[src/logic/ucdr_pkg.sv]
// What this block does
// the configuration descriptor is 9 bytes of type 2 and its total length word reads 78.
// the configuration reports one interface and configuration value 1, which the host passes to set-configuration.
// the attributes byte reads 0x80, bus-powered only, no self power, no remote wakeup.
// the maximum power byte reads 0x31, that is 98 mA in 2 mA units.
// alternate setting 0 has one endpoint, printer class, subclass 1, unidirectional protocol 1.
// alternate setting 1 has two endpoints, printer class, subclass 1, bidirectional protocol 2.
// alternate setting 2 has three endpoints, class 0xff, subclass 0, protocol 0xff.
// every setting carries bulk out endpoint 0x01, bulk attributes, 64 byte packets.
// settings 1 and 2 also carry bulk in endpoint 0x82, bulk attributes, 64 byte packets.
// setting 2 carries interrupt in endpoint 0x83, attributes 3, 4 byte packets, interval 1.
// each interface descriptor is 9 bytes of type 4, interface 0, alternate byte equal to its setting.
// each endpoint descriptor is 7 bytes of type 5 and bulk endpoints report interval 0.
// the configuration and every interface string index are zero.
// the built-in set is served only when no external descriptor data is present.
// bytes go out as configuration, then each setting's interface followed by its endpoints in order.
package ucdr_pkg;
	localparam int UCDR_TOTAL_LEN = 78;
	localparam logic [6:0] UCDR_LAST_IDX = 7'h4d;
	localparam logic [7:0] UCDR_CFG_LEN = 8'h09;
	localparam logic [7:0] UCDR_CFG_TYPE = 8'h02;
	localparam logic [15:0] UCDR_CFG_TOTAL = 16'h004e;
	localparam logic [7:0] UCDR_NUM_IFC = 8'h01;
	localparam logic [7:0] UCDR_CFG_VALUE = 8'h01;
	localparam logic [7:0] UCDR_CFG_ATTR = 8'h80;
	localparam logic [7:0] UCDR_MAX_POWER = 8'h31;
	localparam logic [7:0] UCDR_NO_STRING = 8'h00;
	localparam logic [7:0] UCDR_IFC_LEN = 8'h09;
	localparam logic [7:0] UCDR_IFC_TYPE = 8'h04;
	localparam logic [7:0] UCDR_IFC_NUM = 8'h00;
	localparam logic [7:0] UCDR_CLASS_PRN = 8'h07;
	localparam logic [7:0] UCDR_SUB_PRN = 8'h01;
	localparam logic [7:0] UCDR_PROTO_UNI = 8'h01;
	localparam logic [7:0] UCDR_PROTO_BI = 8'h02;
	localparam logic [7:0] UCDR_CLASS_VEND = 8'hff;
	localparam logic [7:0] UCDR_SUB_VEND = 8'h00;
	localparam logic [7:0] UCDR_PROTO_VEND = 8'hff;
	localparam logic [7:0] UCDR_EP_LEN = 8'h07;
	localparam logic [7:0] UCDR_EP_TYPE = 8'h05;
	localparam logic [7:0] UCDR_EP_BULK_OUT = 8'h01;
	localparam logic [7:0] UCDR_EP_BULK_IN = 8'h82;
	localparam logic [7:0] UCDR_EP_INTR_IN = 8'h83;
	localparam logic [7:0] UCDR_ATTR_BULK = 8'h02;
	localparam logic [7:0] UCDR_ATTR_INTR = 8'h03;
	localparam logic [15:0] UCDR_MPS_BULK = 16'h0040;
	localparam logic [15:0] UCDR_MPS_INTR = 16'h0004;
	localparam logic [7:0] UCDR_IVL_BULK = 8'h00;
	localparam logic [7:0] UCDR_IVL_INTR = 8'h01;
	localparam logic [7:0] UCDR_DATA_RST = 8'h00;
	localparam logic [6:0] UCDR_IDX_RST = 7'h00;
	typedef enum logic [1:0] {UCDR_IDLE, UCDR_SEND} ucdr_state_t;
endpackage

[src/logic/ucdr_rom.sv]
`timescale 1ns/1ps
module ucdr_rom (
	input wire logic [6:0] i_idx,
	output logic [7:0] o_byte
);
	import ucdr_pkg::*;
	logic [7:0] rom [0:UCDR_TOTAL_LEN-1];
	assign rom = '{
		// configuration
		UCDR_CFG_LEN, UCDR_CFG_TYPE, UCDR_CFG_TOTAL[7:0], UCDR_CFG_TOTAL[15:8],
		UCDR_NUM_IFC, UCDR_CFG_VALUE, UCDR_NO_STRING,
		UCDR_CFG_ATTR, UCDR_MAX_POWER,
		// setting 0
		UCDR_IFC_LEN, UCDR_IFC_TYPE, UCDR_IFC_NUM, 8'h00, 8'h01,
		UCDR_CLASS_PRN, UCDR_SUB_PRN, UCDR_PROTO_UNI, UCDR_NO_STRING,
		UCDR_EP_LEN, UCDR_EP_TYPE, UCDR_EP_BULK_OUT, UCDR_ATTR_BULK,
		UCDR_MPS_BULK[7:0], UCDR_MPS_BULK[15:8], UCDR_IVL_BULK,
		// setting 1
		UCDR_IFC_LEN, UCDR_IFC_TYPE, UCDR_IFC_NUM, 8'h01, 8'h02,
		UCDR_CLASS_PRN, UCDR_SUB_PRN, UCDR_PROTO_BI, UCDR_NO_STRING,
		UCDR_EP_LEN, UCDR_EP_TYPE, UCDR_EP_BULK_OUT, UCDR_ATTR_BULK,
		UCDR_MPS_BULK[7:0], UCDR_MPS_BULK[15:8], UCDR_IVL_BULK,
		UCDR_EP_LEN, UCDR_EP_TYPE, UCDR_EP_BULK_IN, UCDR_ATTR_BULK,
		UCDR_MPS_BULK[7:0], UCDR_MPS_BULK[15:8], UCDR_IVL_BULK,
		// setting 2
		UCDR_IFC_LEN, UCDR_IFC_TYPE, UCDR_IFC_NUM, 8'h02, 8'h03,
		UCDR_CLASS_VEND, UCDR_SUB_VEND, UCDR_PROTO_VEND, UCDR_NO_STRING,
		UCDR_EP_LEN, UCDR_EP_TYPE, UCDR_EP_BULK_OUT, UCDR_ATTR_BULK,
		UCDR_MPS_BULK[7:0], UCDR_MPS_BULK[15:8], UCDR_IVL_BULK,
		UCDR_EP_LEN, UCDR_EP_TYPE, UCDR_EP_BULK_IN, UCDR_ATTR_BULK,
		UCDR_MPS_BULK[7:0], UCDR_MPS_BULK[15:8], UCDR_IVL_BULK,
		UCDR_EP_LEN, UCDR_EP_TYPE, UCDR_EP_INTR_IN, UCDR_ATTR_INTR,
		UCDR_MPS_INTR[7:0], UCDR_MPS_INTR[15:8], UCDR_IVL_INTR
	};
	always_comb begin
		if (i_idx <= UCDR_LAST_IDX) begin
			o_byte = rom[i_idx];
		end else begin
			o_byte = UCDR_DATA_RST;
		end
	end
endmodule

[src/logic/ucdr_top.sv]
`timescale 1ns/1ps
module ucdr_top (
	input wire logic i_core_clk,
	input wire logic i_rstn,
	input wire logic i_ce,
	input wire logic i_req,
	input wire logic i_ext_present,
	input wire logic i_ready,
	output logic o_busy,
	output logic o_valid,
	output logic [7:0] o_data,
	output logic o_last,
	output logic o_declined
);
	import ucdr_pkg::*;
	ucdr_state_t state;
	logic [6:0] idx;
	logic [7:0] rom_byte;
	logic out_free;
	ucdr_rom u_rom (
		.i_idx(idx),
		.o_byte(rom_byte)
	);
	assign out_free = !o_valid || i_ready;
	// request handling and byte walk
	always_ff @(posedge i_core_clk or negedge i_rstn) begin
		if (!i_rstn) begin
			state <= UCDR_IDLE;
			idx <= UCDR_IDX_RST;
		end else if (i_ce) begin
			case (state)
				UCDR_IDLE: begin
					if (i_req && !i_ext_present) begin
						state <= UCDR_SEND;
						idx <= UCDR_IDX_RST;
					end
				end
				UCDR_SEND: begin
					if (out_free) begin
						if (idx == UCDR_LAST_IDX) begin
							state <= UCDR_IDLE;
						end else begin
							idx <= idx + 7'h01;
						end
					end
				end
				default: begin
					state <= UCDR_IDLE;
				end
			endcase
		end
	end
	// output stage
	always_ff @(posedge i_core_clk or negedge i_rstn) begin
		if (!i_rstn) begin
			o_valid <= 1'b0;
			o_data <= UCDR_DATA_RST;
			o_last <= 1'b0;
		end else if (i_ce) begin
			if (state == UCDR_SEND && out_free) begin
				o_valid <= 1'b1;
				o_data <= rom_byte;
				o_last <= (idx == UCDR_LAST_IDX);
			end else if (i_ready) begin
				o_valid <= 1'b0;
				o_last <= 1'b0;
			end
		end
	end
	// status
	always_ff @(posedge i_core_clk or negedge i_rstn) begin
		if (!i_rstn) begin
			o_busy <= 1'b0;
			o_declined <= 1'b0;
		end else if (i_ce) begin
			o_declined <= (state == UCDR_IDLE) && i_req && i_ext_present;
			if (state == UCDR_IDLE) begin
				o_busy <= i_req && !i_ext_present;
			end else if (state == UCDR_SEND && out_free && idx == UCDR_LAST_IDX) begin
				o_busy <= 1'b0;
			end
		end
	end
endmodule

[config.mk]
export PLATFORM = sky130hd
export DESIGN_NAME = ucdr_top
export DESIGN_NICKNAME = d
export VERILOG_FILES = /design/src/logic/ucdr_pkg.sv /design/src/logic/ucdr_rom.sv /design/src/logic/ucdr_top.sv
export SDC_FILE = /design/constraint.sdc
export NUM_CORES = 1
export LEC_CHECK = 0
export ABC_AREA = 1
export BUFFER_PORTS_ARGS = -buffer_cell sky130_fd_sc_hd__buf_2
export CORE_MARGIN = 4
export CORE_UTILIZATION = 28
export CTS_BUF_LIST = sky130_fd_sc_hd__clkbuf_4 sky130_fd_sc_hd__clkbuf_8
export CTS_CLUSTER_DIAMETER = 50
export DETAILED_ROUTE_END_ITERATION = 10
export HOLD_SLACK_MARGIN = 0.1
export PLACE_DENSITY = 0.45
export SYNTH_ARGS = -nofsm -noshare
export SYNTH_HDL_FRONTEND = slang
export SYNTH_SLANG_ARGS = --single-unit
export TNS_END_PERCENT = 50
[constraint.sdc]
create_clock -name i_core_clk -period 2 [get_ports i_core_clk]
set_clock_uncertainty 0.1 [all_clocks]
set_input_delay 0.1 -clock i_core_clk [delete_from_list [all_inputs] [get_ports i_core_clk]]
set_output_delay 0.1 -clock i_core_clk [all_outputs]
set_load 0.005 [all_outputs]
==> metrics list <==
* Status: finished, final reports clean
- At the worst endpoint, the required time is 2.06 ns.
* Post-synth EDFFs: 0
- The first global-routing pass estimated 7740 µm of wire.
- The die is 82.0 µm wide.
- Sequential cell area fraction in the yosys report: 0.310
* Data arrival, critical path: 1.88 ns
- In this run the mean area of a mapped cell was 6.34 µm².
- Fill cells in the final layout number 610.
* Count of antenna diodes in the layout: 0
- Across every metal layer, demand over resource in global routing totals 0.152.
- In this run the tightest slew margin relative to its limit is 0.694.
* Half-perimeter wire length after detailed placement: 3470 µm
* Detailed-route via count: 1621
* Clock Sink Count: 19
- After technology mapping, the gate count stands at 242.
- The longest clock path from root to sink contains 2 buffers.
* Number of I/O pins: 18
- In this run the static leakage power is 0.951 nW.
- Final Hold Fails: 0
- The signal on the critical path passes through inv_1 > ha_1 > a21oi_1 > o21ai_0 > nand2_1 > nand2_1 > nand2_1 > nand2_1 > nand2_1 > nand2_1.
- Actual transition at the worst max-transition pin: 0.459 ns
- VDD sags by at most 262 µV.
- The final layout contains 284 nets.
- Routed wire length per instance: 13.5 µm
- Area growth from synthesis to final layout: 19.4%
- Largest net degree at the start of global routing: 20
* Number of detailed-route iterations in the first pass: 4
- The initial utilization of the core area, before any placement, comes to 0.295.
* Worst Path Max Fanout: 8
* Quantity of I/O buffers inserted on ports: 17
- Number of synthesized register bits: 19
- In this run the clock root is driven by a sky130_fd_sc_hd__clkbuf_8.
* Top cell type's share of synthesized area: 0.310
* Startpoint Class: flip-flop
* Number of max-cap violations: 0
* Total grt overflow: 0
- GP Congestion: 0.856
- Core area: 5200 µm²
* Crit-path most repeated cell: sky130_fd_sc_hd__nand2_1
* Via count of the first global-routing pass: 1565
- Yosys synthesis warning count: 0
* Crit Path Class: flip-flop to flip-flop
- TritonCTS clock tree: yes
- Using the TritonRoute via totals, the vias-per-cell ratio works out to 4.78.
- For this run, design rule violations remaining after detail routing come to 0.
- Proportion of synthesized flip-flops having asynchronous set or reset: 1.00
- Once routing completed, OpenROAD measured the worst setup slack at 0.185 ns.
- Fin Setup TNS: 0 ns
* DRT iter0 DRCs: 135
- The number of nets in the synthesized netlist is 256.
* Period utilization: 0.907
* Class of the tightest hold or removal check: input pin to flip-flop
- Clock-pin slew was measured on the worst setup and hold paths at 0.08 ns.
* Main flop type after synthesis: sky130_fd_sc_hd__dfrtp_1
- Number of buffers and inverters on the critical path: 1
* Post-route minimum period: 1.81 ns
- Share of layout cells above drive strength 1: 0.164
* Total CTS buffers: 3
* Synthesized area: 1540 µm²
* Peak Freq: 0.551 GHz
- Die footprint: 6730 µm²
* Setup Fix Bufs, Post-CTS: 0
- Total wirelength of the detailed-routed design: 4570 µm
- Timing analysis after detailed placement gives a worst setup slack of 0.103 ns.
* Number of antenna violations at the first check in global routing: 0
- Cell types with the largest area share after synthesis: sky130_fd_sc_hd__dfrtp_1 (31%), sky130_fd_sc_hd__nand2_1 (21%), sky130_fd_sc_hd__nand3_1 (6.8%), sky130_fd_sc_hd__ha_1 (6.5%), sky130_fd_sc_hd__nor2_1 (5.6%)
- Crit path largest cell delay: 0.44 ns
- The final-report max-slew violation count is 0.
- Setup repair after global routing left no endpoint under its margin.
- In this run the core area contains 26 standard-cell rows.
- Family with the most delay on the worst path: flip-flops
* Die boundary height: 82.0 µm
* Final count of negative-setup-slack endpoints: 0
* Antenna violation net count after detailed routing: 0
- Total power divided by cell area: 785 nW/µm²
- STA classifies the critical path endpoint as a flip-flop.
- The slowest stage of the critical path belongs to the cell sky130_fd_sc_hd__dfrtp_2.
* Unique cell type count in the Yosys netlist: 26
- Htree depth: 1
- The clock reaches the later pin of the worst-skew pair after 0.26 ns.
* Yosys top cell by area: sky130_fd_sc_hd__dfrtp_1
==> worst register-to-register path, delay by kind of cell (launching register included) <==
family	cells	cell delay, ns
buffers and inverters	1	0.14
flip-flops	1	0.44
adder cells (fa/ha/maj)	1	0.30
AND/OR/NAND/NOR	6	0.33
AO/OA/AOI/OAI	2	0.41
==> registers in the layout, indices dropped and copies added, names as in the netlist <==
signal	flops
idx	7
o_busy	1
o_data	7
o_declined	1
o_last	1
o_valid	1
state	1
==> cells in the final DEF (no fill, tap or decap), types with 2 or more instances in the layout <==
master	n
sky130_fd_sc_hd__a21oi_1	16
sky130_fd_sc_hd__buf_2	17
sky130_fd_sc_hd__buf_4	13
sky130_fd_sc_hd__clkbuf_8	3
sky130_fd_sc_hd__dfrtp_1	18
sky130_fd_sc_hd__dlygate4sd3_1	4
sky130_fd_sc_hd__ha_1	8
sky130_fd_sc_hd__inv_1	16
sky130_fd_sc_hd__inv_2	5
sky130_fd_sc_hd__nand2_1	86
sky130_fd_sc_hd__nand3_1	21
sky130_fd_sc_hd__nand4_1	6
sky130_fd_sc_hd__nor2_1	23
sky130_fd_sc_hd__nor3_1	2
sky130_fd_sc_hd__o21ai_0	8
sky130_fd_sc_hd__o21ai_1	9
sky130_fd_sc_hd__o22ai_1	3
==> cell usage after synthesis, drive strengths merged (3+ instances only) <==
cell / instances
a21oi: 16
buf: 8
clkbuf: 3
dfrtp: 19
ha: 8
inv: 21
nand2: 87
nand3: 21
nand4: 6
nor2: 24
o21ai: 17
o22ai: 3
==> cells by family (layout without fill, tap and decap cells) <==
group / after synthesis / after routing / share of synthesized area
AOI/OAI and AO/OA: 40 / 40 / 0.139
adders and majority gates: 8 / 8 / 0.0652
buffers and inverters: 32 / 59 / 0.0905
DFF: 19 / 19 / 0.310
and+or+nand+nor: 143 / 143 / 0.395
==> final cells by class <==
| type | instances | area [µm²] | area share |
|---|---|---|---|
| Timing Repair Buffer | 34 | 223 | 0.122 |
| Clock inverter | 1 | 5.00 | 0.00273 |
| Multi-Input combinational cell | 191 | 921 | 0.502 |
| Sequential cell | 19 | 477 | 0.260 |
| Clock buffer | 3 | 41.3 | 0.0225 |
| Inverter | 21 | 78.8 | 0.0430 |
| Tap cell | 70 | 87.6 | 0.0478 |
==> path summary, 6_finish.rpt <==
check | startpoint | to | slack [ns] | cells after the start
max in group asynchronous | i_rstn | idx[0] | 1.25 | 2
min in group asynchronous | i_rstn | o_data[1] | 0.22 | 2
hold reg to reg | o_data[0] | o_data[0] | 0.38 | 2
setup reg to reg | idx[0] | o_data[1] | 0.19 | 10
setup / recovery | idx[0] | o_data[1] | 0.19 | 10
hold / removal | i_ext_present | o_busy | 0.14 | 5
==> timing repair <==
item                                    in CTS  in global routing
gates resized for setup                      0                  1
hold buffers                                 4                  0
hold endpoints to repair                    21                  0
endpoints found under the setup margin       0                  2
==> stage by stage <==
step | util | hold WS (ns) | std cells | power (mW) | cell area, µm²
final | 0.352 | 0.140 | 339 | 1.44 | 1830
after global routing | 0.352 | 0.181 | 339 | 1.58 | 1830
after CTS | 0.352 | 0.136 | 339 | 1.46 | 1830
after detailed placement | 0.335 | -0.0142 | 331 | 1.16 | 1750
after global placement | 0.335 | -0.0112 | 331 | 1.17 | 1750
after floorplan | - | -0.296 | 242 | 0.937 | 1540
==> power breakdown <==
| part | switching, mW | leakage (nW) | internal [mW] |
|---|---|---|---|
| clock | 0.142 | 0.0255 | 0.139 |
| combinational | 0.362 | 0.672 | 0.256 |
| sequential | 0.0617 | 0.254 | 0.478 |
| total | 0.566 | 0.951 | 0.873 |
==> per-layer routing <==
layer | global-route usage | vias up | routed length [µm]
met4 | 0.0482 | 0 | 65
li1 | - | 837 | -
met5 | 0 | - | 0
met3 | 0.0230 | 6 | 210
met1 | 0.204 | 739 | 2190
met2 | 0.247 | 39 | 2110
No activity file was read; power rests on OpenSTA's default activity.
